## config.mk

```make
export PLATFORM = sky130hd
export DESIGN_NAME = gpc_pin_config
export DESIGN_NICKNAME = d
export VERILOG_FILES = /design/src/rtl/gpc_pkg.sv /design/src/rtl/gpc_apb_if.sv /design/src/rtl/gpc_pad_ctrl.sv /design/src/rtl/gpc_pin_config.sv
export SDC_FILE = /design/constraint.sdc
export NUM_CORES = 1
export LEC_CHECK = 0
export ABC_AREA = 1
export BUFFER_PORTS_ARGS = -buffer_cell sky130_fd_sc_hd__buf_4
export CAP_MARGIN = 20
export CORE_AREA = 3 3 116 96
export CTS_CLUSTER_DIAMETER = 100
export DETAILED_ROUTE_END_ITERATION = 8
export DIE_AREA = 0 0 119 99
export PLACE_DENSITY = 0.64
export SYNTH_ARGS = -nofsm -noshare
export SYNTH_HDL_FRONTEND = slang
export SYNTH_HIERARCHICAL = 1
export SYNTH_SLANG_ARGS = --single-unit
```

## constraint.sdc

```tcl
create_clock -name pclk -period 4.7 [get_ports pclk]
set_clock_uncertainty 0.05 [all_clocks]
set_input_delay 1.41 -clock pclk [delete_from_list [all_inputs] [get_ports pclk]]
set_output_delay 1.41 -clock pclk [all_outputs]
set_load 0.02 [all_outputs]
```

## src/rtl/gpc_pkg.sv

```systemverilog
package gpc_pkg;
    // register map, byte addresses
    localparam logic [11:0] IO12_CONFIG_OFS = 12'h730;
    localparam logic [11:0] IO13_CONFIG_OFS = 12'h734;
    localparam logic [11:0] IO14_CONFIG_OFS = 12'h738;
    localparam logic [11:0] IO15_CONFIG_OFS = 12'h73C;
    localparam logic [11:0] DIR_OFS         = 12'h750;
    localparam logic [11:0] EVT_STATUS_OFS  = 12'h754;
    localparam logic [11:0] EVT_MASK_OFS    = 12'h758;
    localparam logic [11:0] PIN_LEVEL_OFS   = 12'h75C;
    localparam int          NUM_PINS        = 4;
    localparam int          FIRST_PIN       = 12;
    // field positions
    localparam int OE_BIT     = 0;
    localparam int RXDIS_BIT  = 1;
    localparam int PULL_LO    = 2;
    localparam int PULL_HI    = 3;
    localparam int DRV_LO     = 8;
    localparam int DRV_HI     = 10;
    localparam int SENSE_LO   = 16;
    localparam int SENSE_HI   = 17;
    localparam logic [31:0] CFG_WMASK = 32'h0003070F;
    localparam logic [31:0] CFG_RESET = 32'h00000002;
    // pull encodings
    localparam logic [1:0] PULL_NONE = 2'h0;
    localparam logic [1:0] PULL_DOWN = 2'h1;
    localparam logic [1:0] PULL_UP   = 2'h3;
    // sense encodings
    localparam logic [1:0] SENSE_OFF  = 2'h0;
    localparam logic [1:0] SENSE_HIGH = 2'h2;
    localparam logic [1:0] SENSE_LOW  = 2'h3;
    // drive encodings
    typedef enum logic [2:0] {
        std_low_std_high       = 3'h0,
        strong_low_std_high    = 3'h1,
        std_low_strong_high    = 3'h2,
        strong_low_strong_high = 3'h3,
        float_low_std_high     = 3'h4,
        float_low_strong_high  = 3'h5,
        std_low_float_high     = 3'h6,
        strong_low_float_high  = 3'h7
    } gpc_drive_e;
    // apb slave states
    typedef enum logic [1:0] {
        ST_IDLE   = 2'b01,
        ST_ACCESS = 2'b10
    } gpc_apb_e;
endpackage

```

## src/rtl/gpc_apb_if.sv

```systemverilog
`timescale 1ns/1ns
// apb slave handshake, one wait-free access phase
module gpc_apb_if
    import gpc_pkg::*;
(
    input  wire logic pclk,
    input  wire logic presetn,
    input  wire logic psel,
    input  wire logic penable,
    output logic      pready,
    output logic      wr_stb,
    output logic      rd_stb
);
    gpc_apb_e state;
    gpc_apb_e next_state;

    // next state
    always_comb begin
        case (state)
            ST_IDLE:   next_state = (psel && !penable) ? ST_ACCESS : ST_IDLE;
            ST_ACCESS: next_state = ST_IDLE;
            default:   next_state = ST_IDLE;
        endcase
    end

    // state register
    always_ff @(posedge pclk or negedge presetn) begin
        if (!presetn) begin
            state <= ST_IDLE;
        end else begin
            state <= next_state;
        end
    end

    assign pready = 1'b1;
    // write strobe only in the access cycle that follows a setup
    assign wr_stb = psel && penable && (state == ST_ACCESS);
    assign rd_stb = psel && !penable;
endmodule

```

## src/rtl/gpc_pad_ctrl.sv

```systemverilog
`timescale 1ns/1ns
// per-pin decode of one configuration word into pad controls
module gpc_pad_ctrl
    import gpc_pkg::*;
(
    input  wire logic [31:0] cfg,
    input  wire logic        pin_level,
    output logic             pad_oe_n,
    output logic             rx_enable,
    output logic             pull_down_en,
    output logic             pull_up_en,
    output logic             low_drive_en,
    output logic             high_drive_en,
    output logic             low_strong,
    output logic             high_strong,
    output logic             detect
);
    logic [2:0] drv;
    logic [1:0] sense;
    assign drv   = cfg[DRV_HI:DRV_LO];
    assign sense = cfg[SENSE_HI:SENSE_LO];

    // direction and input buffer
    assign pad_oe_n  = ~cfg[OE_BIT];
    assign rx_enable = ~cfg[RXDIS_BIT];

    // pull resistor decode, value 2 treated as none
    assign pull_down_en = (cfg[PULL_HI:PULL_LO] == PULL_DOWN);
    assign pull_up_en   = (cfg[PULL_HI:PULL_LO] == PULL_UP);

    // drive strength and disconnect decode
    always_comb begin
        low_drive_en  = 1'b1;
        high_drive_en = 1'b1;
        low_strong    = 1'b0;
        high_strong   = 1'b0;
        case (drv)
            std_low_std_high: begin
            end
            strong_low_std_high: begin
                low_strong = 1'b1;
            end
            std_low_strong_high: begin
                high_strong = 1'b1;
            end
            strong_low_strong_high: begin
                low_strong  = 1'b1;
                high_strong = 1'b1;
            end
            float_low_std_high: begin
                low_drive_en = 1'b0;
            end
            float_low_strong_high: begin
                low_drive_en = 1'b0;
                high_strong  = 1'b1;
            end
            std_low_float_high: begin
                high_drive_en = 1'b0;
            end
            strong_low_float_high: begin
                high_drive_en = 1'b0;
                low_strong    = 1'b1;
            end
            default: begin
            end
        endcase
    end

    // level sense toward port detect logic
    always_comb begin
        case (sense)
            SENSE_HIGH: detect = pin_level;
            SENSE_LOW:  detect = ~pin_level;
            default:    detect = 1'b0;
        endcase
    end
endmodule

```

## src/rtl/gpc_pin_config.sv

```systemverilog
// The APB interface to the registers was chosen for this implementation.
`timescale 1ns/1ns
// Behaviour
// - bit 0 of each config word selects input (0) or output (1).
// - bit 0 shares storage with the pin's bit of the direction reg.
// - bit 1 low connects the input buffer, high disconnects it.
// - pull field 0 none, 1 pull-down, 3 pull-up.
// - drive 0 standard both, 1 strong low with standard high.
// - drive 2 standard low strong high, 3 strong both levels.
// - drive 4 and 5 float the low side, high standard or strong.
// - drive 6 and 7 float the high side, low standard or strong.
// - sense field 0 off, 2 senses high, 3 senses low.
// - fields sit at bits 0, 1, 3:2, 10:8 and 17:16, others unused.
// - one identical register per pin from 0x730 to 0x73C.
// - each config register resets to 0x00000002.
module gpc_pin_config
    import gpc_pkg::*;
#(
    parameter int N = gpc_pkg::NUM_PINS
) (
    input  wire logic        pclk,
    input  wire logic        presetn,
    input  wire logic        psel,
    input  wire logic        penable,
    input  wire logic        pwrite,
    input  wire logic [11:0] paddr,
    input  wire logic [31:0] pwdata,
    output logic      [31:0] prdata,
    output logic             pready,
    output logic             pslverr,
    input  wire logic [N-1:0] pin_in,
    output logic      [N-1:0] pad_oe_n,
    output logic      [N-1:0] rx_enable,
    output logic      [N-1:0] pull_down_en,
    output logic      [N-1:0] pull_up_en,
    output logic      [N-1:0] low_drive_en,
    output logic      [N-1:0] high_drive_en,
    output logic      [N-1:0] low_strong,
    output logic      [N-1:0] high_strong,
    output logic      [N-1:0] detect,
    output logic             irq
);
    logic [31:0]  cfg [N];
    logic [31:0]  next_cfg [N];
    logic [N-1:0] evt_status;
    logic [N-1:0] next_evt_status;
    logic [N-1:0] evt_mask;
    logic [N-1:0] next_evt_mask;
    logic [N-1:0] detect_q;
    logic [N-1:0] cfg_hit;
    logic [N-1:0] dir_bits;
    logic [N-1:0] rise;
    logic         wr_stb;
    logic         rd_stb;
    logic         hit_dir;
    logic         hit_stat;
    logic         hit_mask;
    logic         hit_lvl;
    logic         mapped;
    logic [31:0]  next_prdata;

    // bus handshake
    gpc_apb_if u_apb (
        .pclk    (pclk),
        .presetn (presetn),
        .psel    (psel),
        .penable (penable),
        .pready  (pready),
        .wr_stb  (wr_stb),
        .rd_stb  (rd_stb)
    );

    // address decode
    assign hit_dir  = (paddr == DIR_OFS);
    assign hit_stat = (paddr == EVT_STATUS_OFS);
    assign hit_mask = (paddr == EVT_MASK_OFS);
    assign hit_lvl  = (paddr == PIN_LEVEL_OFS);
    assign mapped   = (|cfg_hit) | hit_dir | hit_stat | hit_mask | hit_lvl;
    assign pslverr  = psel && penable && !mapped;

    // per-pin decode, config storage and events
    genvar g;
    generate
        for (g = 0; g < N; g++) begin : g_pin
            // consecutive word offsets from the first config register
            assign cfg_hit[g] = (paddr == IO12_CONFIG_OFS
                                 + 12'(4 * g));
            assign dir_bits[g] = cfg[g][OE_BIT];
            assign rise[g] = detect[g] & ~detect_q[g];

            // next config value, direction alias shares bit 0
            always_comb begin
                next_cfg[g] = cfg[g];
                if (wr_stb && pwrite && cfg_hit[g]) begin
                    next_cfg[g] = pwdata & CFG_WMASK;
                end else if (wr_stb && pwrite && hit_dir) begin
                    next_cfg[g][OE_BIT] = pwdata[g];
                end
            end

            // config register
            always_ff @(posedge pclk or negedge presetn) begin
                if (!presetn) begin
                    cfg[g] <= CFG_RESET;
                end else begin
                    cfg[g] <= next_cfg[g];
                end
            end

            gpc_pad_ctrl u_pad (
                .cfg           (cfg[g]),
                .pin_level     (pin_in[g]),
                .pad_oe_n      (pad_oe_n[g]),
                .rx_enable     (rx_enable[g]),
                .pull_down_en  (pull_down_en[g]),
                .pull_up_en    (pull_up_en[g]),
                .low_drive_en  (low_drive_en[g]),
                .high_drive_en (high_drive_en[g]),
                .low_strong    (low_strong[g]),
                .high_strong   (high_strong[g]),
                .detect        (detect[g])
            );
        end
    endgenerate

    // sticky events, set wins over write-one-to-clear
    always_comb begin
        next_evt_status = evt_status;
        next_evt_mask   = evt_mask;
        if (wr_stb && pwrite && hit_stat) begin
            next_evt_status = evt_status & ~pwdata[N-1:0];
        end
        if (wr_stb && pwrite && hit_mask) begin
            next_evt_mask = pwdata[N-1:0];
        end
        next_evt_status = next_evt_status | rise;
    end

    // event registers
    always_ff @(posedge pclk or negedge presetn) begin
        if (!presetn) begin
            evt_status <= '0;
            evt_mask   <= '0;
            detect_q   <= '0;
        end else begin
            evt_status <= next_evt_status;
            evt_mask   <= next_evt_mask;
            detect_q   <= detect;
        end
    end

    assign irq = |(evt_status & evt_mask);

    // read data mux
    always_comb begin
        next_prdata = '0;
        for (int i = 0; i < N; i++) begin
            if (cfg_hit[i]) begin
                next_prdata = cfg[i];
            end
        end
        if (hit_dir) begin
            next_prdata[N-1:0] = dir_bits;
        end
        if (hit_stat) begin
            next_prdata[N-1:0] = evt_status;
        end
        if (hit_mask) begin
            next_prdata[N-1:0] = evt_mask;
        end
        if (hit_lvl) begin
            next_prdata[N-1:0] = pin_in;
        end
        if (!(rd_stb && !pwrite)) begin
            next_prdata = prdata;
        end
    end

    // read data register, loaded in setup cycle
    always_ff @(posedge pclk or negedge presetn) begin
        if (!presetn) begin
            prdata <= '0;
        end else begin
            prdata <= next_prdata;
        end
    end

    // write to the first config register is stored, masked, in the next cycle
    a_cfg_write: assert property (@(posedge pclk) disable iff (!presetn)
        (wr_stb && pwrite && cfg_hit[0]) |=>
        cfg[0] == ($past(pwdata) & CFG_WMASK))
        else $error("config write not stored");

    // direction alias writes bit 0 of each config
    a_dir_alias: assert property (@(posedge pclk) disable iff (!presetn)
        (wr_stb && pwrite && hit_dir) |=>
        dir_bits == $past(pwdata[N-1:0]))
        else $error("direction alias mismatch");

    // output enable follows bit 0
    a_oe_dir: assert property (@(posedge pclk) disable iff (!presetn)
        pad_oe_n[1] == !cfg[1][OE_BIT])
        else $error("output enable wrong");

    // input buffer follows bit 1
    a_rx_buf: assert property (@(posedge pclk) disable iff (!presetn)
        rx_enable[2] != cfg[2][RXDIS_BIT])
        else $error("input buffer wrong");

    // pull-up only for code 3
    a_pull_up: assert property (@(posedge pclk) disable iff (!presetn)
        pull_up_en[0] == (cfg[0][3:2] == 2'h3) &&
        !(pull_up_en[0] && pull_down_en[0]))
        else $error("pull decode wrong");

    // strong both for code 3
    a_drv_strong: assert property (@(posedge pclk) disable iff (!presetn)
        (cfg[1][10:8] == 3'h3) |-> (low_strong[1] && high_strong[1]
        && low_drive_en[1] && high_drive_en[1]))
        else $error("strong drive wrong");

    // wired-or codes float low side
    a_wired_or: assert property (@(posedge pclk) disable iff (!presetn)
        (cfg[1][10:9] == 2'h2) |-> (!low_drive_en[1] && high_drive_en[1]
        && high_strong[1] == cfg[1][8]))
        else $error("wired-or drive wrong");

    // wired-and codes float high side
    a_wired_and: assert property (@(posedge pclk) disable iff (!presetn)
        (cfg[1][10:9] == 2'h3) |-> (!high_drive_en[1] && low_drive_en[1]
        && low_strong[1] == cfg[1][8]))
        else $error("wired-and drive wrong");

    // detect follows sense setting and pin
    a_detect: assert property (@(posedge pclk) disable iff (!presetn)
        detect[3] == ((cfg[3][17:16] == 2'h2 && pin_in[3]) ||
        (cfg[3][17:16] == 2'h3 && !pin_in[3])))
        else $error("detect decode wrong");

    // detect rise sets sticky status next cycle
    a_evt_sticky: assert property (@(posedge pclk) disable iff (!presetn)
        (detect[0] && !detect_q[0]) |=> evt_status[0])
        else $error("event not latched");

    // reset value of configs
    a_reset_val: assert property (@(posedge pclk)
        $rose(presetn) |-> cfg[2] == CFG_RESET || $past(wr_stb))
        else $error("reset value wrong");

    // standard drive on both levels for code 0
    a_drv_std: assert property (
        @(posedge pclk) disable iff (!presetn)
        (cfg[1][10:8] == 3'h0) |-> (low_drive_en[1] && high_drive_en[1]
        && !low_strong[1] && !high_strong[1]))
        else $error("standard drive wrong");

    // strong low side only for code 1
    a_drv_lo_strong: assert property (
        @(posedge pclk) disable iff (!presetn)
        (cfg[1][10:8] == 3'h1) |-> (low_drive_en[1] && high_drive_en[1]
        && low_strong[1] && !high_strong[1]))
        else $error("strong low drive wrong");

    // strong high side only for code 2
    a_drv_hi_strong: assert property (
        @(posedge pclk) disable iff (!presetn)
        (cfg[1][10:8] == 3'h2) |-> (low_drive_en[1] && high_drive_en[1]
        && !low_strong[1] && high_strong[1]))
        else $error("strong high drive wrong");

    // pull-down only for code 1, no pull-up below code 3
    a_pull_down: assert property (
        @(posedge pclk) disable iff (!presetn)
        (cfg[2][3:2] != 2'h3) |-> (!pull_up_en[2]
        && pull_down_en[2] == (cfg[2][3:2] == 2'h1)))
        else $error("pull-down decode wrong");

    // read setup loads the addressed config word
    a_rd_cfg: assert property (
        @(posedge pclk) disable iff (!presetn)
        (rd_stb && !pwrite && cfg_hit[1]) |=> prdata == $past(cfg[1]))
        else $error("config read data wrong");

    // write-one clears a status bit when no new event
    a_evt_clear: assert property (
        @(posedge pclk) disable iff (!presetn)
        (wr_stb && pwrite && hit_stat && pwdata[0] && !rise[0])
        |=> !evt_status[0])
        else $error("status clear failed");

    // unmasked event raises the interrupt next cycle
    a_irq_raise: assert property (
        @(posedge pclk) disable iff (!presetn)
        (rise[0] && evt_mask[0] && !(wr_stb && pwrite && hit_mask))
        |=> irq)
        else $error("interrupt not raised");

    // unmapped write leaves the registers alone
    a_unmapped_wr: assert property (
        @(posedge pclk) disable iff (!presetn)
        (wr_stb && pwrite && !mapped) |=> (cfg[3] == $past(cfg[3])
        && evt_mask == $past(evt_mask)))
        else $error("unmapped write changed state");

    // sense codes 0 and 1 keep detect low
    a_sense_off: assert property (
        @(posedge pclk) disable iff (!presetn)
        (cfg[1][17] == 1'b0) |-> !detect[1])
        else $error("detect while sense off");
endmodule

```

# After elaboration in Yosys (flattened, before gate mapping)
# Cells that the tools add are included.
dict set report totals {
  reg_bits 82
}
dict set report classes {
  n_eq_ne 54
  mux 39
  bitwise 28
  reduce_logical 38
}
# op count
set ops {}
lappend ops {{$eq 12x11->1 const B} 8}
lappend ops {{$mux 32} 3}
lappend ops {{$eq 3x3->1 const B} 16}
lappend ops {{$eq 2x2->1 const B} 13}
lappend ops {{$eq 3x2->1 const B} 8}
lappend ops {{$mux 1} 24}
lappend ops {{$reduce_or 3->1} 8}
lappend ops {{$mux 4} 5}
lappend ops {{$mux 18} 1}
lappend ops {{$not 1->1} 16}
lappend ops {{$reduce_or 2->1} 8}
lappend ops {{$logic_and 1x1->1} 13}
lappend ops {{$eq 3x1->1 const B} 4}
lappend ops {{$eq 2x1->1 const B} 5}
lappend ops {{$and 4x4->4} 2}
lappend ops {{$pmux 1 s2} 4}
lappend ops {{$reduce_bool 2->1} 4}
lappend ops {{$reduce_or 4->1} 2}
lappend ops {{$and 1x1->1} 4}
lappend ops {{$mux 2} 2}
lappend ops {{$not 4->4} 1}
lappend ops {{$or 1x1->1} 4}
lappend ops {{$or 4x4->4} 1}
lappend ops {{$logic_not 1->1} 3}

# Logic depth before layout (Yosys ltp)
# Gate-level depths: netlist (run 1).
dict set report depth {
  word_depth 9
  depth_mapped 12
  mapped_depth_nobuf 12
}

# By module
# The synthesis (run 1) kept the hierarchy.
# mod instances cells_per_inst area_per_inst_um2
set by_module_without_submodules {}
lappend by_module_without_submodules {gpc_pin_config 1 369 3106.7}
lappend by_module_without_submodules {gpc_pad_ctrl 4 18 71.3}
lappend by_module_without_submodules {gpc_apb_if 1 17 113.9}

# Least setup slack after synthesis (run 1)
# OpenSTA, ideal clock, no wires.
dict set report synth_timing {
  kind {input-to-output}
  start {input port paddr[4]}
  end {output port pslverr}
  arrival_time_ns 2.493
  path_slack_ns 0.747
  stages 7
  n_path_buf 0
  path_cell_list {nand2_1 inv_1 nand2_2 nor2_8 inv_1 a21oi_1 nor4_1}
}
dict set report synth_between {
  elab_chain_len 8
}
# item line_no
set synth_rtl {}
lappend synth_rtl {{from (decl)} gpc_pin_config.sv:26} ;# input wire logic [11:0] paddr,
lappend synth_rtl {{$eq 12x11->1} gpc_pin_config.sv:86} ;# assign cfg_hit[g] = (paddr == IO12_CONFIG_OFS
lappend synth_rtl {{$reduce_or 4->1} gpc_pin_config.sv:78} ;# assign mapped = (|cfg_hit) | hit_dir | hit_stat | hit_mask | hit_lvl;
lappend synth_rtl {{$or 1x1->1 (3 in a row)} gpc_pin_config.sv:78}
lappend synth_rtl {{$or 1x1->1 *} gpc_pin_config.sv:78}
lappend synth_rtl {{$logic_not 1->1 *} gpc_pin_config.sv:79} ;# assign pslverr = psel && penable && !mapped;
lappend synth_rtl {{$logic_and 1x1->1 *} gpc_pin_config.sv:79}
lappend synth_rtl {{to (decl)} gpc_pin_config.sv:30} ;# output logic pslverr,
# Mark *: on every way between the ends. The rest lies on a longest branch, timed or not.

# Final worst setup path (run 1)
dict set report layout_timing {
  start {input port paddr[11]}
  end {output port pslverr}
}
# Same word-level chain as after synthesis.

==> flow_summary.ini, run 1 <==
[global_routing]
grt_antenna_before_repair = 0
grt_pass1_vias = 3108
groute.usage.overall = 0.171
overflow = 0
grt_pass1_wl_um = 15900
grt_max_degree = 60

[finish]
final_cell_mix = nand2_1, buf_4, inv_1, dfrtp_1, o21ai_0
syn_to_final_growth_pct = 27.1
final_core_util = 0.440
drive_gt1_frac = 0.263
multi_input_area_um2 = 1610
nNetsFinal = 591
antenna_cells = 0
final_common_cell = nand2_1
stdcell_count = 683
final_cell_area_um2 = 4460
final-seq-area_um2 = 1480
fillers = 1041

[power]
powerDensity_nw_per_um2 = 300
p_leak_nw = 2.31
vdd_drop_max_mv = 0.149

[timing]
worstMarginPinSlew_ps = 741
worst_slack_ps = 612
min_period_over_period = 0.870
report.final.slew_viol_count = 0
max_freq_ghz = 0.245
rsz0062_at_grt = no
timing.setup.tns_ps = 0
relSlewSlack = 0.506
min_period_ps = 4090
finalSetupViolCount = 0
hold_violations = 0

[critical_path]
crit_fanout = 17
cpPeakStageDelay_ps = 250
cp_cell_sequence = buf_4, inv_1, nand2_2, nor2_8, nand3_2, a21oi_1, nor4_1, buf_4
rr_startpoint = u_apb/state[0]
path_class = in2out
worstPathArrival_ps = 2630
r2r.worst_path.cells = 8
r2r_setup_slack_ps = 2820
cp_slowest_cell = nor2_8
r2r-end = cfg[0]
crit_required_ps = 3240
end_kind = output pin
startpoint_type = input pin
crit_top_cell = buf_4

[drt]
vias = 3228
drt_iter0_drc = 209
dr.pass1.iters = 5
ant_nets = 0
route.detailed.drc = 0
routed_via_density = 4.73
totalWireLength_um = 9790
wl_per_cell_um = 14.3

[synthesis]
ys_warn_count = 6
seq_area_frac_synth = 0.423
ys_types = 38
yosysTopAreaCell = dfrtp_1
synth-seq-cells = 59
netlist_instances = 458
syn_area_um2 = 3510
synthTopCellsByArea = dfrtp_1, nand2_1, inv_1
synth_top_area_frac = 0.385
syn_area_per_cell_um2 = 7.65

[clock_network]
postCtsResizedCells = 0
clock-sinks = 59
clkLatencyLatePin_ps = 330
cts_tree = built
clock_path_buffers = 2
cts_made_buffers = 9
ctsHoldBuffers = 0
path_clk_slew_ps = 50
cts_root_buf = clkbuf_16
postCtsSetupBuffers = 0
ctsHtreeMaxLevel = 3

[run_status]
status = completed

[placement]
gp_congestion = 0.897
dp_slack_ps = 639
port_buffers = 76
postPlaceCellArea_um2 = 4130
place_hpwl_um = 7490
place_inst = 667

[floorplanning]
die_x_um = 119
die_area_um2 = 11800
die_h_um = 99
ios = 124
initial_core_util = 0.347
coreArea_um2 = 10100
placementRows = 33

[hold_path]
min-delay-start = detect_q[0]
holdPathEnd = evt_status[0]
holdPathStages = 1
holdCritPathClass = reg2reg

[run]
maxCapViolations = 0
[routing by layer]
layer,global-route usage,part of all wire
met1,0.241,0.46
met2,0.254,0.44
met3,0.0608,0.088
met4,0.0374,0.0088
met5,0,0
[stage by stage]
| stage | hold WS [ps] | total power [mW] |
|---|---|---|
| 6_report | 369 | 1.34 |
| 5_1_grt | 402 | 1.38 |
| 4_1_cts | 372 | 1.34 |
| 3_5_place_dp | 362 | 0.625 |
| 3_3_place_gp | 354 | 0.624 |
| 2_1_floorplan | 350 | 0.589 |
[sequential cells by signal, indices dropped and copies added, names as in the netlist]
signal,count
prdata,9
detect_q,4
cfg,36
evt_mask,4
evt_status,4
u_apb/state,2
[cell type report]
cell class              instances  share of cell area
clock inverters                 4              0.0163
repair buffers                 77               0.130
well taps                     140              0.0393
inverters                      74              0.0623
clock buffers                  12              0.0576
multi-input cells             317               0.362
flip-flops and latches         59               0.333
[cell families after synthesis]
logic type	count (synthesis)	synth area share
simple gates	216	0.305
buf+inv	104	0.141
compound gates	77	0.130
flops	59	0.423
other cells	2	0.00214
[power by group]
group / switching, mW / internal (mW)
registers: 0.00236 / 0.513
clock network: 0.229 / 0.492
logic: 0.0711 / 0.0297
total: 0.302 / 1.03
[cell usage after synthesis (all sizes together)]
cell type,instances
o21ai,49
o31ai,1
or2,1
dfrtp,54
o2111ai,3
o211ai,3
dfstp,5
nand3b,2
nand3,19
nor3,3
nand4,9
nor4,1
and3,1
inv,74
a21oi,13
a31oi,1
buf,29
clkbuf,1
nor2,44
conb,2
o22ai,3
nand2,136
a21boi,4
[worst max path at each step]
stage | startpoint | to | cells past startpoint | slack [ps]
5_1_grt | paddr[11] | pslverr | 8 | 540
4_1_cts | paddr[11] | pslverr | 8 | 640
6_report | paddr[11] | pslverr | 8 | 610
2_1_floorplan | paddr[4] | pslverr | 7 | 750
3_5_place_dp | paddr[11] | pslverr | 8 | 640
3_3_place_gp | paddr[11] | pslverr | 8 | 690
[worst max-delay path: cells and delay by family]
kind	cells	cell delay, ps
compound gates	1	200
buf+inv	3	390
simple gates	4	630
(Power assumes the default switching activity.)
==> run 2, diff against run 1 <==
--- a/config.mk
+++ b/config.mk
@@ -8,11 +8,11 @@
 export ABC_AREA = 1
 export BUFFER_PORTS_ARGS = -buffer_cell sky130_fd_sc_hd__buf_4
 export CAP_MARGIN = 20
-export CORE_AREA = 3 3 116 96
+export CORE_AREA = 3 3 95 79
 export CTS_CLUSTER_DIAMETER = 100
 export DETAILED_ROUTE_END_ITERATION = 8
-export DIE_AREA = 0 0 119 99
-export PLACE_DENSITY = 0.64
+export DIE_AREA = 0 0 98 82
+export PLACE_DENSITY = 0.88
 export SYNTH_ARGS = -nofsm -noshare
 export SYNTH_HDL_FRONTEND = slang
 export SYNTH_HIERARCHICAL = 1
==> run 2 against run 1 <==
  * First-iteration DRC count down 43%
  * Combinational power about the same
  * Worst setup slack better by 23 ps
  * Largest power group is now registers
  * Highest routed layer unchanged
==> flow_summary.ini, run 2 (same netlist as run 1, synthesis figures left out) <==
[global_routing]
grt_pass1_vias = 2920
groute.usage.overall = 0.232
grt_pass1_wl_um = 14500
overflow = 0
grt_max_degree = 60
grt_antenna_before_repair = 0

[floorplanning]
die_area_um2 = 8040
placementRows = 27
ios = 124
coreArea_um2 = 6720
die_x_um = 98
die_h_um = 82
initial_core_util = 0.521

[critical_path]
crit_top_cell = buf_4
startpoint_type = input pin
path_class = in2out
r2r-end = cfg[0]
r2r.worst_path.cells = 8
rr_startpoint = u_apb/state[0]
cpPeakStageDelay_ps = 250
end_kind = output pin
worstPathArrival_ps = 2600
cp_slowest_cell = nor2_8
path_buf_inv = 3
crit_required_ps = 3240
r2r_setup_slack_ps = 2840
crit_fanout = 17
cp_cell_sequence = buf_4, inv_1, nand2_2, nor2_8, nand3_2, a21oi_1, nor4_1, buf_4
cpLargestDelayFamily = simple AND/OR/NAND/NOR gates

[finish]
final-seq-area_um2 = 1480
final_common_cell = nand2_1
reg_top3 = cfg: 36 flops, prdata: 9 flops
multi_input_area_um2 = 1610
syn_to_final_growth_pct = 20.7
nNetsFinal = 590
drive_gt1_frac = 0.264
top_register = cfg
antenna_cells = 0
fillers = 618
largest_register_ffs = 36
final_cell_mix = nand2_1, buf_4, inv_1, dfrtp_1, o21ai_0
final_core_util = 0.629

[drt]
ant_nets = 0
wl_per_cell_um = 14.3
drt_iter0_drc = 119
vias = 3222
totalWireLength_um = 9020
dr.pass1.iters = 5
route.detailed.drc = 0
routed_via_density = 5.12

[clock_network]
clkLatencyLatePin_ps = 330
ctsHtreeMaxLevel = 3
postCtsResizedCells = 0
clock_path_buffers = 2
ctsHoldBuffers = 0
cts_tree = built
cts_root_buf = clkbuf_8
path_clk_slew_ps = 70
cts_made_buffers = 9
clock-sinks = 59
postCtsSetupBuffers = 0

[hold_path]
holdCritPathClass = reg2reg
holdPathStages = 1
min-delay-start = detect_q[3]
holdPathEnd = evt_status[3]

[power]
powerDensity_nw_per_um2 = 243
clkPwrFrac = 0.401
vdd_drop_max_mv = 0.142
seqPwrFrac = 0.501
switching_share = 0.274
power_switching_mw = 0.281
p_leak_nw = 2.23
combPwrFrac = 0.098
p_int_mw = 0.746

[timing]
hold_violations = 0
relSlewSlack = 0.511
worstMarginPinSlew_ps = 733
report.final.slew_viol_count = 0
min_period_ps = 4060
finalSetupViolCount = 0
min_period_over_period = 0.865
rsz0062_at_grt = no
max_freq_ghz = 0.246
timing.setup.tns_ps = 0

[run_status]
status = completed

[placement]
gp_congestion = 0.931
place_hpwl_um = 7000
port_buffers = 76

[run]
maxCapViolations = 0
==> run 2: per-stage QoR <==
stage | area (um^2) | power [mW] | setup slack (ps) | cells | hold WS [ps]
after floorplan | 3590 | 0.589 | 747 | 480 | 350
after global placement | 4050 | 0.621 | 695 | 613 | 353
after detailed placement | 4050 | 0.624 | 651 | 613 | 358
after CTS | 4230 | 1.03 | 648 | 629 | 367
after global routing | 4230 | 1.07 | 545 | 629 | 387
final | 4230 | 1.03 | 636 | 629 | 372
==> run 2: how the worst max path moves through the flow <==
| stage | start | endpoint | slack (ps) | cells after the start |
|---|---|---|---|---|
| 3_5_place_dp | paddr[11] | pslverr | 650 | 8 |
| 3_3_place_gp | paddr[11] | pslverr | 700 | 8 |
| 5_1_grt | paddr[11] | pslverr | 540 | 8 |
| 6_report | paddr[11] | pslverr | 640 | 8 |
| 4_1_cts | paddr[11] | pslverr | 650 | 8 |
| 2_1_floorplan | paddr[4] | pslverr | 750 | 7 |
==> run 2: power groups by stage <==
| stage | combinational, mW | sequential [mW] | clock (mW) |
|---|---|---|---|
| after floorplan | 0.0619 | 0.527 | 0 |
| after global placement | 0.0972 | 0.524 | 0 |
| after detailed placement | 0.0997 | 0.524 | 0 |
| after CTS | 0.100 | 0.515 | 0.419 |
| after global routing | 0.108 | 0.515 | 0.443 |
| final | 0.100 | 0.515 | 0.412 |
==> run 2: metal layers <==
metal  wire length [um]  vias up  global-route usage
li1                   -     1563                   -
met1               4100     1497               0.323
met2               4040      146               0.365
met3                759       16              0.0535
met4                118        0              0.0650
met5                  0        -                   0
==> run 2: area by class of cell <==
type / count / share of cell area
multi-input combinational: 317 / 0.381
timing repair buffer: 76 / 0.135
tap: 87 / 0.0257
clock inverter: 6 / 0.00976
inverter: 74 / 0.0656
sequential: 59 / 0.350
clock buffer: 10 / 0.0325
==> run 3, diff against run 2 <==
--- a/config.mk
+++ b/config.mk
@@ -8,11 +8,12 @@
 export ABC_AREA = 1
 export BUFFER_PORTS_ARGS = -buffer_cell sky130_fd_sc_hd__buf_4
 export CAP_MARGIN = 20
-export CORE_AREA = 3 3 95 79
+export CORE_AREA = 3 3 78 95
 export CTS_CLUSTER_DIAMETER = 100
 export DETAILED_ROUTE_END_ITERATION = 8
-export DIE_AREA = 0 0 98 82
-export PLACE_DENSITY = 0.88
+export DIE_AREA = 0 0 81 98
+export PLACE_DENSITY = 0.89
+export RECOVER_POWER = 25
 export SYNTH_ARGS = -nofsm -noshare
 export SYNTH_HDL_FRONTEND = slang
 export SYNTH_HIERARCHICAL = 1
==> run 3 against run 2 <==
  * Core utilization rose by 2.4 points
  * Count of clock-buffer cells in the layout rose by 2
  * Via count rose by 0.37%
  * Sequential cell count did not move
  * Clock power rose by 20%
  * Sequential power barely moved
  * Power rose by 7.6%
  * Maximum frequency rose by 1.0%
  * Critical path type unchanged
==> flow_summary.ini, run 3 (same netlist as run 1, synthesis figures left out) <==
[critical_path]
crit_fanout = 17
startpoint_type = input pin
crit_required_ps = 3240
cp_slowest_cell = nor2_8
path_class = in2out
r2r.worst_path.cells = 8
end_kind = output pin
r2r-end = cfg[16]
r2r_setup_slack_ps = 2770
cpPeakStageDelay_ps = 240
cp_cell_sequence = buf_4, inv_1, nand2_2, nor2_8, nand3_2, a21oi_1, nor4_1, buf_4
crit_top_cell = buf_4
rr_startpoint = u_apb/state[0]
worstPathArrival_ps = 2560
crit_path_start = paddr[11]

[timing]
worstMarginPinSlew_ps = 745
hold_violations = 0
min_period_ps = 4020
report.final.slew_viol_count = 0
rsz0062_at_grt = no
relSlewSlack = 0.504
min_period_over_period = 0.856
finalSetupViolCount = 0
timing.setup.tns_ps = 0
max_freq_ghz = 0.249
worst_slack_ps = 676

[placement]
port_buffers = 76
place_hpwl_um = 6950
dp_slack_ps = 662
gp_congestion = 0.952

[clock_network]
postCtsSetupBuffers = 0
postCtsResizedCells = 0
path_clk_slew_ps = 70
clock_path_buffers = 2
clock-sinks = 59
clkLatencyLatePin_ps = 350
ctsHtreeMaxLevel = 3
cts_tree = built
cts_root_buf = clkbuf_8
ctsHoldBuffers = 0
cts_made_buffers = 9

[finish]
largest_register_ffs = 36
final_common_cell = nand2_1
drive_gt1_frac = 0.253
final_cell_mix = nand2_1, buf_4, inv_1, dfrtp_1
reg_top3 = cfg: 36 flops, prdata: 9 flops
nNetsFinal = 590
antenna_cells = 0
top_register = cfg
syn_to_final_growth_pct = 21.0

[global_routing]
grt_max_degree = 60
grt_pass1_wl_um = 15000
grt_pass1_vias = 3151
overflow = 0
grt_antenna_before_repair = 0
groute.usage.overall = 0.245

[drt]
route.detailed.drc = 0
dr.pass1.iters = 5
vias = 3234
routed_via_density = 5.16
met3_length_um = 664
drt_iter0_drc = 212
totalWireLength_um = 9170
top_layer = met4
drt-met1-wl_um = 3560
ant_nets = 0
wl_per_cell_um = 14.6
wl_met2_um = 4550

[floorplanning]
ios = 124
placementRows = 32
coreArea_um2 = 6490
die_area_um2 = 7940
die_x_um = 81
die_h_um = 98
initial_core_util = 0.541

[hold_path]
holdCritPathClass = reg2reg
holdPathStages = 1
holdPathEnd = evt_status[2]
min-delay-start = detect_q[2]

[power]
vdd_drop_max_mv = 0.249
p_leak_nw = 2.24
powerDensity_nw_per_um2 = 261

[run]
maxCapViolations = 0

[run_status]
status = completed
[run 3: cell count changes in the layout (fill, tap and decap cells not counted), moves of 2 or more]
cell and change:
clkbuf_8 +2, clkinvlp_4 -2, clkbuf_1 +5, buf_4 -5
[run 3: how the worst max path moves through the flow]
stage,to,slack [ps],depth (start not counted)
floorplan,pslverr,750,7
global placement,pslverr,690,8
detailed placement,pslverr,660,8
CTS,pslverr,670,8
global route,pslverr,570,8
finish,pslverr,680,8
[run 3: where the power goes]
group	internal [mW]	switching [mW]
Sequential	0.513	0.00222
Combinational	0.0273	0.0697
Clock	0.286	0.207
Total	0.826	0.279
[run 3: through the flow]
stage / instance area, um^2 / util / hold WS, ps / total power [mW] / cells
finish: 4240 / 0.654 / 358 / 1.11 / 627
global route: 4240 / 0.654 / 384 / 1.15 / 627
CTS: 4260 / 0.657 / 360 / 1.11 / 627
detailed placement: 4050 / 0.624 / 361 / 0.623 / 611
global placement: 4050 / 0.624 / 354 / 0.621 / 611
floorplan: 3590 / - / 350 / 0.589 / 480
[run 3: layout make-up]
cell class | count | area, um^2
timing repair buffer | 76 | 552
clock buffer | 12 | 165
sequential | 59 | 1480
multi-input combinational | 317 | 1610
tap | 85 | 106
clock inverter | 4 | 47.5
inverter | 74 | 278
fill | 554 | 2240
[run 3: per-layer routing]
layer	up-vias	track usage
met2	156	0.398
met1	1485	0.296
met4	0	0.140
li1	1561	-
met3	32	0.0517
met5	-	0
[run 3: critical path, delay by kind of cell]
family | cells | cell delay (ps)
AOI/OAI and AO/OA | 1 | 190
buffers and inverters | 3 | 380
and+or+nand+nor | 4 | 580
